`config.mk`:
```
export PLATFORM = sky130hd
export DESIGN_NAME = operand_address_generation
export DESIGN_NICKNAME = d
export VERILOG_FILES = /design/src/include/agu_pkg.sv /design/src/rtl/operand_address_generation.sv /design/src/rtl/modulo_wrap.sv
export SDC_FILE = /design/constraint.sdc
export NUM_CORES = 1
export LEC_CHECK = 0
export ABC_CLOCK_PERIOD_IN_PS = 9700
export BUFFER_PORTS_ARGS = -buffer_cell sky130_fd_sc_hd__buf_4
export CAP_MARGIN = 30
export CORE_MARGIN = 8
export CORE_UTILIZATION = 49
export CTS_CLUSTER_DIAMETER = 120
export DETAILED_ROUTE_END_ITERATION = 6
export PLACE_DENSITY = 0.71
export SETUP_SLACK_MARGIN = 0.1
export SYNTH_ARGS = -nofsm -noshare
export SYNTH_HDL_FRONTEND = slang
export SYNTH_SLANG_ARGS = --single-unit
```
`constraint.sdc`:
```
create_clock -name clk -period 9.7 [get_ports clk]
set_clock_uncertainty 0.2 [all_clocks]
set_input_delay 1.455 -clock clk [delete_from_list [all_inputs] [get_ports clk]]
set_output_delay 1.455 -clock clk [all_outputs]
set_load 0.02 [all_outputs]
```
`src/include/agu_pkg.sv`:
```
// Package of constants and types for the operand address generator
package agu_pkg;
	localparam int DATA_W = 16;
	localparam int OFFSET_W = 4;
	localparam int LIT8_W = 8;
	localparam int LIT16_W = 16;
	localparam int BRANCH_LIT_W = 16;
	localparam int HOLD_LIT_W = 14;
	localparam int REG_SEL_W = 4;
	localparam int MAC_SEL_W = 2;
	localparam int WREG_COUNT = 16;
	// Register numbers with fixed duties
	localparam logic [3:0] FRAME_PTR_NUM = 4'hE;
	localparam logic [3:0] STACK_PTR_NUM = 4'hF;
	localparam logic [3:0] MAC_PTR_BASE = 4'h8;
	// Prefetch pointer selectors (offset from register eight)
	localparam logic [1:0] SEL_X_A = 2'h0;
	localparam logic [1:0] SEL_X_B = 2'h1;
	localparam logic [1:0] SEL_Y_A = 2'h2;
	localparam logic [1:0] SEL_Y_B = 2'h3;
	// Post-modify amounts of the prefetch modes, a unit step and zero
	localparam logic [15:0] STEP_2 = 16'h0002;
	localparam logic [15:0] STEP_4 = 16'h0004;
	localparam logic [15:0] STEP_6 = 16'h0006;
	localparam logic [15:0] STEP_1 = 16'h0001;
	localparam logic [15:0] ZERO_16 = 16'h0000;

	// Addressing modes of move and accumulator instructions
	typedef enum logic [3:0] {
		MODE_DIRECT = 4'h0,
		MODE_INDIRECT = 4'h1,
		MODE_POST_INC = 4'h2,
		MODE_POST_DEC = 4'h3,
		MODE_PRE_INC = 4'h4,
		MODE_PRE_DEC = 4'h5,
		MODE_INDEXED = 4'h6,
		MODE_LIT_OFFSET = 4'h7,
		MODE_LIT8 = 4'h8,
		MODE_LIT16 = 4'h9
	} ea_mode_type;

	// Prefetch modes of multiply-accumulate instructions
	typedef enum logic [2:0] {
		PF_INDIRECT = 3'h0,
		PF_POST_2 = 3'h1,
		PF_POST_4 = 3'h2,
		PF_POST_6 = 3'h3,
		PF_INDEXED = 3'h4,
		PF_POST_M2 = 3'h5,
		PF_POST_M4 = 3'h6,
		PF_POST_M6 = 3'h7
	} pf_mode_type;

	// Issue state of the generator
	typedef enum logic [1:0] {
		ST_IDLE = 2'b01,
		ST_BUSY = 2'b10
	} agu_state_type;
endpackage

```
`src/rtl/operand_address_generation.sv`:
```
// Operand effective-address generator with dual prefetch and modulo buffers
// Summary of operation
// Move and accumulator operands can use register indirect plus a register offset.
// Source and destination modes may differ but share one 4-bit offset register field.
// Move and accumulator operands also allow literal offset and 8- or 16-bit literals.
// Dual prefetch pointers are only working registers eight to eleven.
// Pointers eight and nine go to the X unit, ten and eleven to the Y unit.
// Software keeps prefetch addresses inside the space of their unit.
// Indexed prefetch is only allowed on pointer nine in X and pointer eleven in Y.
// Prefetch offers plain indirect and post-modify by 2, 4 or 6.
// Branch literal is 16-bit signed and the interrupt hold literal 14-bit unsigned.
// Modulo addressing serves data and program space alike; the code applies it only to the X and Y prefetch pointers.
// One circular buffer lives in X space, one in Y space.
// Any working register may be the modulo pointer; frame and stack pointers are flagged; the code wraps only prefetch pointers eight to eleven.
// A buffer normally runs in one direction with its boundary restriction; the code checks both boundaries when start <= end, none otherwise.
// Power-of-two buffers may run both ways with both boundaries checked.
// A pointer update that crosses a boundary wraps to the other boundary.
module operand_address_generation
	import agu_pkg::*;
(
	input wire logic clk,
	input wire logic resetn,
	// Move and accumulator request
	input wire logic mov_valid,
	input wire logic [3:0] src_mode,
	input wire logic [3:0] dst_mode,
	input wire logic [REG_SEL_W-1:0] src_reg,
	input wire logic [REG_SEL_W-1:0] dst_reg,
	input wire logic [OFFSET_W-1:0] shared_offset_field,
	input wire logic [DATA_W-1:0] literal_value,
	input wire logic lit_is_word,
	input wire logic [DATA_W-1:0] src_ptr_val,
	input wire logic [DATA_W-1:0] dst_ptr_val,
	input wire logic [DATA_W-1:0] offset_reg_val,
	// Multiply-accumulate prefetch request
	input wire logic mac_valid,
	input wire logic [REG_SEL_W-1:0] x_sel,
	input wire logic [REG_SEL_W-1:0] y_sel,
	input wire logic [2:0] x_pf_mode,
	input wire logic [2:0] y_pf_mode,
	input wire logic [DATA_W-1:0] x_ptr_val,
	input wire logic [DATA_W-1:0] y_ptr_val,
	input wire logic [DATA_W-1:0] x_index_val,
	input wire logic [DATA_W-1:0] y_index_val,
	// Branch and interrupt hold literals
	input wire logic branch_instr,
	input wire logic interrupt_hold_instr,
	input wire logic [DATA_W-1:0] instr_literal,
	// Modulo configuration
	input wire logic x_mod_en,
	input wire logic y_mod_en,
	input wire logic x_mod_bidir,
	input wire logic y_mod_bidir,
	input wire logic [REG_SEL_W-1:0] x_mod_reg,
	input wire logic [REG_SEL_W-1:0] y_mod_reg,
	input wire logic [DATA_W-1:0] x_mod_start,
	input wire logic [DATA_W-1:0] x_mod_end,
	input wire logic [DATA_W-1:0] y_mod_start,
	input wire logic [DATA_W-1:0] y_mod_end,
	// Move results
	output logic mov_done,
	output logic [DATA_W-1:0] src_ea,
	output logic [DATA_W-1:0] dst_ea,
	output logic src_is_literal,
	output logic [DATA_W-1:0] src_ptr_upd,
	output logic [DATA_W-1:0] dst_ptr_upd,
	// Prefetch results
	output logic mac_done,
	output logic mac_error,
	output logic [DATA_W-1:0] x_rd_addr,
	output logic [DATA_W-1:0] y_rd_addr,
	output logic [DATA_W-1:0] x_ptr_upd,
	output logic [DATA_W-1:0] y_ptr_upd,
	output logic x_wrapped,
	output logic y_wrapped,
	// Literal and status results
	output logic [DATA_W-1:0] branch_offset,
	output logic [DATA_W-1:0] hold_count,
	output logic mod_reserved_warn,
	output logic [1:0] state_code
);
	agu_state_type state;
	agu_state_type next_state;
	ea_mode_type s_mode;
	ea_mode_type d_mode;
	pf_mode_type xm;
	pf_mode_type ym;

	// ==========================================================
	// Move and accumulator effective address
	// ==========================================================
	logic [DATA_W-1:0] lit_ext;
	logic [DATA_W-1:0] offset_ext;
	logic [DATA_W-1:0] next_src_ea;
	logic [DATA_W-1:0] next_dst_ea;
	logic [DATA_W-1:0] next_src_upd;
	logic [DATA_W-1:0] next_dst_upd;

	assign s_mode = ea_mode_type'(src_mode);
	assign d_mode = ea_mode_type'(dst_mode);
	// Literal widths: 8-bit zero extended or full 16-bit
	assign lit_ext = lit_is_word ? literal_value : {8'h00, literal_value[LIT8_W-1:0]};
	// One offset register value feeds both computations
	assign offset_ext = offset_reg_val;

	// Address of one operand for a given mode
	function automatic logic [DATA_W-1:0] ea_of(ea_mode_type m, logic [DATA_W-1:0] p,
		logic [DATA_W-1:0] off, logic [DATA_W-1:0] lit);
		logic [DATA_W-1:0] r;
		r = p;
		unique case (m)
			MODE_DIRECT, MODE_INDIRECT, MODE_POST_INC, MODE_POST_DEC: r = p;
			MODE_PRE_INC: r = DATA_W'(p + STEP_2);
			MODE_PRE_DEC: r = DATA_W'(p - STEP_2);
			MODE_INDEXED: r = DATA_W'(p + off);
			MODE_LIT_OFFSET: r = DATA_W'(p + lit);
			MODE_LIT8, MODE_LIT16: r = lit;
			default: r = p;
		endcase
		return r;
	endfunction

	// Pointer value after the access
	function automatic logic [DATA_W-1:0] upd_of(ea_mode_type m, logic [DATA_W-1:0] p);
		logic [DATA_W-1:0] r;
		r = p;
		unique case (m)
			MODE_POST_INC, MODE_PRE_INC: r = DATA_W'(p + STEP_2);
			MODE_POST_DEC, MODE_PRE_DEC: r = DATA_W'(p - STEP_2);
			default: r = p;
		endcase
		return r;
	endfunction

	// Both addresses use the same shared offset
	assign next_src_ea = ea_of(s_mode, src_ptr_val, offset_ext, lit_ext);
	assign next_dst_ea = ea_of(d_mode, dst_ptr_val, offset_ext, lit_ext);
	assign next_src_upd = upd_of(s_mode, src_ptr_val);
	assign next_dst_upd = upd_of(d_mode, dst_ptr_val);

	// ==========================================================
	// Multiply-accumulate prefetch
	// ==========================================================
	logic [REG_SEL_W-1:0] x_off;
	logic [REG_SEL_W-1:0] y_off;
	logic x_sel_ok;
	logic y_sel_ok;
	logic x_idx_ok;
	logic y_idx_ok;
	logic pf_err;
	logic [DATA_W-1:0] x_step;
	logic [DATA_W-1:0] y_step;
	logic [DATA_W-1:0] next_x_addr;
	logic [DATA_W-1:0] next_y_addr;
	logic [DATA_W-1:0] x_raw_upd;
	logic [DATA_W-1:0] y_raw_upd;
	logic [DATA_W-1:0] x_mod_upd;
	logic [DATA_W-1:0] y_mod_upd;
	logic x_wrap_w;
	logic y_wrap_w;

	assign xm = pf_mode_type'(x_pf_mode);
	assign ym = pf_mode_type'(y_pf_mode);
	assign x_off = REG_SEL_W'(x_sel - MAC_PTR_BASE);
	assign y_off = REG_SEL_W'(y_sel - MAC_PTR_BASE);
	// Only pointers eight/nine feed X and ten/eleven feed Y
	assign x_sel_ok = (x_off == {2'b00, SEL_X_A}) || (x_off == {2'b00, SEL_X_B});
	assign y_sel_ok = (y_off == {2'b00, SEL_Y_A}) || (y_off == {2'b00, SEL_Y_B});
	// Indexed prefetch only on pointer nine and pointer eleven
	assign x_idx_ok = (xm != PF_INDEXED) || (x_off == {2'b00, SEL_X_B});
	assign y_idx_ok = (ym != PF_INDEXED) || (y_off == {2'b00, SEL_Y_B});
	assign pf_err = !(x_sel_ok && y_sel_ok && x_idx_ok && y_idx_ok);

	// Post-modify amount by 2, 4 or 6 either way
	function automatic logic [DATA_W-1:0] step_of(pf_mode_type m);
		logic [DATA_W-1:0] r;
		r = ZERO_16;
		unique case (m)
			PF_INDIRECT, PF_INDEXED: r = ZERO_16;
			PF_POST_2: r = STEP_2;
			PF_POST_4: r = STEP_4;
			PF_POST_6: r = STEP_6;
			PF_POST_M2: r = DATA_W'(ZERO_16 - STEP_2);
			PF_POST_M4: r = DATA_W'(ZERO_16 - STEP_4);
			PF_POST_M6: r = DATA_W'(ZERO_16 - STEP_6);
		endcase
		return r;
	endfunction

	assign x_step = step_of(xm);
	assign y_step = step_of(ym);
	assign next_x_addr = (xm == PF_INDEXED) ? DATA_W'(x_ptr_val + x_index_val) : x_ptr_val;
	assign next_y_addr = (ym == PF_INDEXED) ? DATA_W'(y_ptr_val + y_index_val) : y_ptr_val;
	assign x_raw_upd = DATA_W'(x_ptr_val + x_step);
	assign y_raw_upd = DATA_W'(y_ptr_val + y_step);

	// ==========================================================
	// Circular buffers, one per space
	// ==========================================================
	logic x_mod_hit;
	logic y_mod_hit;
	logic reserved_use;

	// Modulo pointer only acts when it is the selected prefetch pointer, registers eight to eleven
	assign x_mod_hit = x_mod_en && (x_mod_reg == x_sel);
	assign y_mod_hit = y_mod_en && (y_mod_reg == y_sel);
	// Frame or stack pointer as modulo pointer raises a warning
	assign reserved_use = (x_mod_en && (x_mod_reg == FRAME_PTR_NUM || x_mod_reg == STACK_PTR_NUM))
		|| (y_mod_en && (y_mod_reg == FRAME_PTR_NUM || y_mod_reg == STACK_PTR_NUM));

	modulo_wrap #(.W(DATA_W)) x_wrap_unit (
		.enable(x_mod_hit),
		.bidir(x_mod_bidir),
		.start_addr(x_mod_start),
		.end_addr(x_mod_end),
		.old_ptr(x_ptr_val),
		.new_ptr(x_raw_upd),
		.wrapped_ptr(x_mod_upd),
		.wrapped(x_wrap_w)
	);

	modulo_wrap #(.W(DATA_W)) y_wrap_unit (
		.enable(y_mod_hit),
		.bidir(y_mod_bidir),
		.start_addr(y_mod_start),
		.end_addr(y_mod_end),
		.old_ptr(y_ptr_val),
		.new_ptr(y_raw_upd),
		.wrapped_ptr(y_mod_upd),
		.wrapped(y_wrap_w)
	);

	// ==========================================================
	// Literals of branch and interrupt hold
	// ==========================================================
	logic [DATA_W-1:0] next_branch;
	logic [DATA_W-1:0] next_hold;

	// Signed 16-bit branch literal, unsigned 14-bit hold count
	assign next_branch = instr_literal[BRANCH_LIT_W-1:0];
	assign next_hold = {2'b00, instr_literal[HOLD_LIT_W-1:0]};

	// ==========================================================
	// Issue state
	// ==========================================================
	assign next_state = (mov_valid || mac_valid) ? ST_BUSY : ST_IDLE;
	// Status code comes straight from the state register
	assign state_code = state;

	// State register
	always_ff @(posedge clk)
	begin
		if (!resetn)
			state <= ST_IDLE;
		else
			state <= next_state;
	end

	// Move outputs
	always_ff @(posedge clk)
	begin
		if (!resetn)
		begin
			mov_done <= 1'b0;
			src_ea <= ZERO_16;
			dst_ea <= ZERO_16;
			src_is_literal <= 1'b0;
			src_ptr_upd <= ZERO_16;
			dst_ptr_upd <= ZERO_16;
		end
		else
		begin
			mov_done <= mov_valid;
			if (mov_valid)
			begin
				src_ea <= next_src_ea;
				dst_ea <= next_dst_ea;
				src_is_literal <= (s_mode == MODE_LIT8) || (s_mode == MODE_LIT16);
				src_ptr_upd <= next_src_upd;
				dst_ptr_upd <= next_dst_upd;
			end
		end
	end

	// Prefetch outputs, refused requests leave pointers alone
	always_ff @(posedge clk)
	begin
		if (!resetn)
		begin
			mac_done <= 1'b0;
			mac_error <= 1'b0;
			x_rd_addr <= ZERO_16;
			y_rd_addr <= ZERO_16;
			x_ptr_upd <= ZERO_16;
			y_ptr_upd <= ZERO_16;
			x_wrapped <= 1'b0;
			y_wrapped <= 1'b0;
		end
		else
		begin
			mac_done <= mac_valid && !pf_err;
			mac_error <= mac_valid && pf_err;
			x_wrapped <= mac_valid && !pf_err && x_wrap_w;
			y_wrapped <= mac_valid && !pf_err && y_wrap_w;
			if (mac_valid && !pf_err)
			begin
				x_rd_addr <= next_x_addr;
				y_rd_addr <= next_y_addr;
				x_ptr_upd <= x_mod_upd;
				y_ptr_upd <= y_mod_upd;
			end
		end
	end

	// Literal and status outputs
	always_ff @(posedge clk)
	begin
		if (!resetn)
		begin
			branch_offset <= ZERO_16;
			hold_count <= ZERO_16;
			mod_reserved_warn <= 1'b0;
		end
		else
		begin
			if (branch_instr)
				branch_offset <= next_branch;
			if (interrupt_hold_instr)
				hold_count <= next_hold;
			mod_reserved_warn <= reserved_use;
		end
	end
endmodule

```
`src/rtl/modulo_wrap.sv`:
```
// Circular buffer boundary check and pointer wrap for one address space
module modulo_wrap
	import agu_pkg::*;
#(
	parameter int W = DATA_W
)
(
	input wire logic enable,
	input wire logic bidir,
	input wire logic [W-1:0] start_addr,
	input wire logic [W-1:0] end_addr,
	input wire logic [W-1:0] old_ptr,
	input wire logic [W-1:0] new_ptr,
	output logic [W-1:0] wrapped_ptr,
	output logic wrapped
);
	logic [W-1:0] length;
	logic going_up;
	logic going_down;
	logic above;
	logic below;
	logic allow_up;
	logic allow_down;
	logic [W-1:0] up_ptr;
	logic [W-1:0] down_ptr;

	// Direction of the update and buffer span
	assign length = W'(end_addr - start_addr + W'(1));
	assign going_up = new_ptr > old_ptr;
	assign going_down = new_ptr < old_ptr;
	assign above = new_ptr > end_addr;
	assign below = new_ptr < start_addr;
	// Unidirectional buffers check both sides when start <= end and neither side otherwise
	// Bidirectional buffers check both sides
	assign allow_up = bidir || (start_addr <= end_addr);
	assign allow_down = bidir || (start_addr <= end_addr);
	// Wrap to the opposite boundary keeping the overshoot
	assign up_ptr = W'(new_ptr - length);
	assign down_ptr = W'(new_ptr + length);
	assign wrapped = enable && ((going_up && above && allow_up) || (going_down && below && allow_down));
	assign wrapped_ptr = !wrapped ? new_ptr : (going_up ? up_ptr : down_ptr);
endmodule

```
==> run metrics, run 1 <==
core area 39500 µm²; Synth Instances 2598; vias in the first global route 19900; DRT iter0 DRCs between 1500 and 2000; min cycle time layout 8.65 ns; EDFF count, synth 0; cell mode on critical path o21ai_0; Slew Limit Fails 0; storage element area around 3300 µm²; status finished clean; VDD IR max between 0.1 and 0.15 mV; largest cells by area after synthesis ha_1 (20%), dfxtp_1 (17%), xnor2_1 (5.5%); Total Wirelength 67600 µm; Setup WS post-layout 1.05 ns; die area approximately 46000 µm²; Mapped Area 19500 µm²; Syn. warnings 0; Initial Util 0.493; DR pass1 iterations 5; Final TNS setup 0 ns; post-CTS setup repair buffer count 0; Setup Crit Path Kind input pin to flop; Slew @ Worst Pin 1.04 ns; sequential fraction of the synthesis area 0.172; Chip Width 215 µm; wire per inst 19.5 µm; worst-path cell with the longest stage delay o21ai_0; hold buffers post-CTS 0; Leakage Power around 0.011 µW; grt ovf 0; I/O Pins 430; clk sinks 167; post-DP HPWL 54300 µm; final setup fails 0; antenna violations before repair 2; syn_area_per_cell 7.49 µm²; worst hold path type flop to flop; Yosys top cell by area ha_1; Worst setup SP type input pin; Design Area, Final 23600 µm²; port bufs 415; gpl congestion 0.970; asr flop ratio synth 0; H-tree depth 4; top_reg_cell synth dfxtp_1; worst-path fanout max 8; top-area cell type share of the netlist area 0.199; relative slew slack 0.306; clock tree from TritonCTS built; clock buffer depth 2; DRC viols 0; post-synthesis register bit count 167; layout cell share with drive strength beyond 1 0.170; fmax 116 MHz; synth cell count leaders ha_1 (310), nor2_1 (281), a21oi_1 (214); Worst setup EP type flop; largest net degree at the start of global routing 90; Crit path required time ~9.9 ns; CP Data Arrival Time 8.81 ns; count leader, synth ha_1; die height 215 µm; ANT nets after route 0; RSZ-0062 raised after global routing no; max incr delay on CP 0.53 ns; post-CTS sizing 0; distinct cell type count after synthesis 77; Filler cells 3727; max_cap viols 0; Nets 3515; Skew-Pair Late Insertion Delay 0.45 ns; total CTS buffers 17; worst slack, placed 0.662 ns; vias per cell 5.85; FP Rows 73; Clock Pin Slew Worst Setup and Hold Paths 0.08 ns; PwrDens ~140 nW/µm²; Global Route Usage Sum 0.278; area of the multi-input gates 15000 µm²; synth-to-layout area growth 21.2%; dpl cell area 22900 µm²; Fin. Hold Viols 0; global-route wire length before repair 107000 µm; root buf cell clkbuf_16; period utilisation layout 0.892; vias 20300
stage by stage:
| step | total power (µW) | std cells | util | hold slack, ns |
|---|---|---|---|---|
| after floorplan | 2140 | 2599 | - | 0.320 |
| after global placement | 2590 | 3438 | 0.581 | 0.243 |
| after detailed placement | 2630 | 3439 | 0.581 | 0.250 |
| after CTS | 3390 | 3471 | 0.597 | 0.262 |
| after global routing | 3670 | 3473 | 0.598 | 0.284 |
| final | 3400 | 3473 | 0.598 | 0.265 |
cells in the final DEF, fill, tap and decap left out, drive strengths merged, types with 10 or more instances in the layout:
master,count
a211o,10
a211oi,72
a21boi,11
a21o,44
a21oi,214
a311oi,18
a31oi,24
and2,12
and3,10
buf,432
clkbuf,17
dfxtp,167
fa,10
ha,310
inv,191
mux2,18
mux2i,52
nand2,211
nand2b,31
nand3,53
nand4,21
nor2,281
nor2b,33
nor3,66
nor3b,16
nor4,12
o211ai,30
o21a,16
o21ai,188
o21bai,13
o22ai,12
o311ai,11
o31ai,17
o41ai,10
or3,17
xnor2,123
xor2,75
final timing paths:
kind	from	depth (start not counted)	end	slack (ns)
max	y_pf_mode[0]	35	y_ptr_upd[14]$_SDFFE_PN0P_	1.05
min	src_ea[9]$_SDFFE_PN0P_	2	src_ea[9]$_SDFFE_PN0P_	0.27
max reg2reg	dst_ea[15]$_SDFFE_PN0P_	4	dst_ea[15]$_SDFFE_PN0P_	8.54
min reg2reg	src_ea[9]$_SDFFE_PN0P_	2	src_ea[9]$_SDFFE_PN0P_	0.27
critical path: cells and delay by family:
kind | cells | cell delay (ns)
compound gates | 20 | 4.43
fa+ha+maj | 4 | 1.55
simple gates | 6 | 0.76
xor+xnor | 2 | 0.37
buf+inv | 3 | 0.26
state kept, by name (all words and copies together), names as in the netlist:
register	flops
x_rd_addr	16
mov_done	1
branch_offset	16
mac_done	1
dst_ea	16
x_wrapped	1
mod_reserved_warn	1
y_wrapped	1
src_is_literal	1
src_ea	16
mac_error	1
dst_ptr_upd	16
x_ptr_upd	16
src_ptr_upd	16
hold_count	14
y_ptr_upd	16
y_rd_addr	16
state_code	2
layer usage:
metal,vias up,track usage,part of all wire
li1,9994,-,-
met1,9455,0.360,0.44
met3,119,0.0475,0.071
met4,2,0.102,0.036
met5,-,0,0.00019
met2,758,0.458,0.46
power breakdown:
part           leakage [µW]  total, µW  switching, µW  internal [µW]
Clock              0.000305        746            385            361
Combinational       0.00942       1920           1080            834
Sequential          0.00137        734           18.1            716
Total                0.0111       3400           1490           1910
cell type report:
| class | instances | area share |
|---|---|---|
| multi-input combinational | 2134 | 0.636 |
| sequential | 167 | 0.142 |
| timing repair buffer | 432 | 0.139 |
| inverter | 182 | 0.0291 |
| tap | 525 | 0.0279 |
| clock buffer | 17 | 0.0180 |
| clock inverter | 15 | 0.00875 |
| antenna | 1 | 0.000106 |
cell families (layout without fill, tap and decap cells):
family,Yosys count,count (layout),share of synthesized area
multiplexers,70,70,0.0372
AND/OR/NAND/NOR,787,787,0.186
buffers and inverters,298,646,0.0583
other,1,3,0.000193
XOR/XNOR,198,198,0.0891
flip-flops,167,167,0.172
AO/OA/AOI/OAI,757,757,0.248
adder cells (fa/ha/maj),320,320,0.210
(Power assumes the default switching activity.)
==> inputs of run 2 (changes only) <==
- ABC_AREA: default -> 1
- CTS_CLUSTER_SIZE: default -> 12
==> run metrics, run 2 <==
status finished clean; switch share 0.473; top_reg_cell synth dfxtp_1; largest net degree at the start of global routing between 80 and 90; Final TNS setup 0 ns; Skew-Pair Late Insertion Delay between 0.4 and 0.5 ns; FP Rows 74; wire per inst 18.9 µm; hold buffers post-CTS 0; post-CTS setup repair buffer count 0; Worst setup SP type input pin; cell mode on critical path nand2_1; Clock power frac 0.212; worst hold path type flop to flop; most frequent cells in the layout nand2_1 (694), inv_1 (427), buf_4 (424), a21oi_1 (353), ha_1 (310); Filler cells 4019; CP Data Arrival Time approximately 8 ns; vias per cell ~5.6; syn_area_per_cell around 6.4 µm²; synth cell count leaders nand2_1 (695), inv_1 (427), a21oi_1 (353); worst slack, placed 1.51 ns; gpl congestion 0.971; vias 22900; Leakage Power 0.0129 µW; global-route wire length before repair 119000 µm; Nets 4125; final non-filler cell total 4094; core area 40900 µm²; dpl cells 4057; layout cell share with drive strength beyond 1 0.150; PwrDens 142 nW/µm²; final setup fails 0; Initial Util 0.497; Mapped Area 20300 µm²; hold_ws 0.266 ns; Switching Power 1650 µW; ANT nets after route 0; relative slew slack 0.310; max_cap viols 0; Fin. Hold Viols 0; Clock Pin Slew Worst Setup and Hold Paths 0.09 ns; period utilisation layout 0.810; Syn. warnings 0; Total Wirelength just under 80000 µm; vias in the first global route 22100; distinct cell type count after synthesis 65; die area a little under 50000 µm²; Setup Crit Path Kind input pin to flop; sequential share of power 0.211; clk sinks 167; Chip Width ~220 µm; largest cells by area after synthesis ha_1 (19%), dfxtp_1 (16%), nand2_1 (13%); fmax 127 MHz; RSZ-0062 raised after global routing no; antenna violations before repair 3; Crit path required time 9.87 ns; post-synthesis register bit count 167; sequential fraction of the synthesis area 0.164; total CTS buffers 17; top-area cell type share of the netlist area 0.191; post-DP HPWL 63700 µm; DR pass1 iterations 6; min cycle time layout slightly below 8 ns; Slew Limit Fails 0; final design utilization 0.599; H-tree depth 4; clock tree from TritonCTS built; asr flop ratio synth 0; Slew @ Worst Pin 1.04 ns; worst-path fanout max 13; Global Route Usage Sum 0.308; Setup WS post-layout 1.85 ns; clock buffer depth 2; worst-path cell with the longest stage delay nor2_1; VDD IR max 0.128 mV; Yosys top cell by area ha_1; max incr delay on CP roughly 0.8 ns; grt ovf 0; commonest non-fill, non-tap cell in the layout nand2_1; post-CTS sizing 0; root buf cell clkbuf_16; port bufs ~420; I/O Pins 430; DRT iter0 DRCs 1878; synth-to-layout area growth 20.6%; count leader, synth nand2_1; Combinational Power Share 0.577; P_int 1840 µW; Worst setup EP type flop; EDFF count, synth 0; Synth Instances 3176; die height 220 µm; DRC viols 0
[run 2: cell types whose count changed after synthesis, sizes merged, moves of 39 or more]
cell,before,now
xor2,75,116
mux2i,52,0
nand2,211,703
a211oi,72,9
nand3,53,133
xnor2,123,33
o21ai,188,252
clkbuf,99,60
inv,181,448
a21oi,214,357
[run 2: critical path: cells and delay by family]
kind / cells / cell delay [ns]
compound gates: 12 / 2.44
simple gates: 14 / 2.10
fa+ha+maj: 4 / 1.16
buf+inv: 6 / 0.55
xor+xnor: 2 / 0.30
[run 2: metrics by stage]
step / cell area, µm² / power [µW]
final: 24500 / 3480
after global routing: 24500 / 3770
after CTS: 24500 / 3470
after detailed placement: 23900 / 2730
after global placement: 23900 / 2680
after floorplan: 20300 / 2170
[run 2: area by class of cell]
type / count / area, µm² / share of cell area
sequential: 167 / 3340 / 0.136
timing repair buffer: 424 / 3180 / 0.130
antenna: 5 / 12.5 / 0.000510
clock buffer: 17 / 425 / 0.0174
tap: 532 / 666 / 0.0272
clock inverter: 15 / 211 / 0.00863
inverter: 450 / 1690 / 0.0689
multi-input combinational: 2484 / 15000 / 0.611
[run 2: layer usage]
layer  vias to the layer above  share of wire  wire [µm]  GRT usage
li1                      11400              -          -          -
met1                     10500           0.43      33100      0.403
met2                       894           0.45      35000      0.507
met3                       112          0.093       7190     0.0654
met4                         2          0.027       2090     0.0895
met5                         -        0.00016         12          0
[run 2: power by group through the flow]
stage | registers (µW) | logic, µW | clock network [µW]
2_1_floorplan | 786 | 1390 | 0
3_3_place_gp | 749 | 1940 | 0
3_5_place_dp | 750 | 1980 | 0
4_1_cts | 734 | 1990 | 749
5_1_grt | 738 | 2260 | 776
6_report | 734 | 2010 | 739
[run 2: path summary, 6_finish.rpt]
| check | end | cells after the start | slack [ns] | start |
|---|---|---|---|---|
| worst max-delay path | x_ptr_upd[12]$_SDFFE_PN0P_ | 38 | 1.85 | x_pf_mode[0] |
| worst min-delay path | src_ea[8]$_SDFFE_PN0P_ | 2 | 0.27 | src_ea[8]$_SDFFE_PN0P_ |
| worst max register to register | y_ptr_upd[15]$_SDFFE_PN0P_ | 4 | 8.73 | y_ptr_upd[15]$_SDFFE_PN0P_ |
| worst min register to register | src_ea[8]$_SDFFE_PN0P_ | 2 | 0.27 | src_ea[8]$_SDFFE_PN0P_ |
[run 2: logic make-up (layout without fill, tap and decap cells)]
kind of cell / after synthesis / count (layout) / synth area share
simple gates: 1217 / 1217 / 0.252
flops: 167 / 167 / 0.164
xor+xnor: 149 / 149 / 0.0642
fa+ha+maj: 320 / 320 / 0.201
buf+inv: 526 / 906 / 0.0989
other cells: 1 / 7 / 0.000184
compound gates: 796 / 796 / 0.220
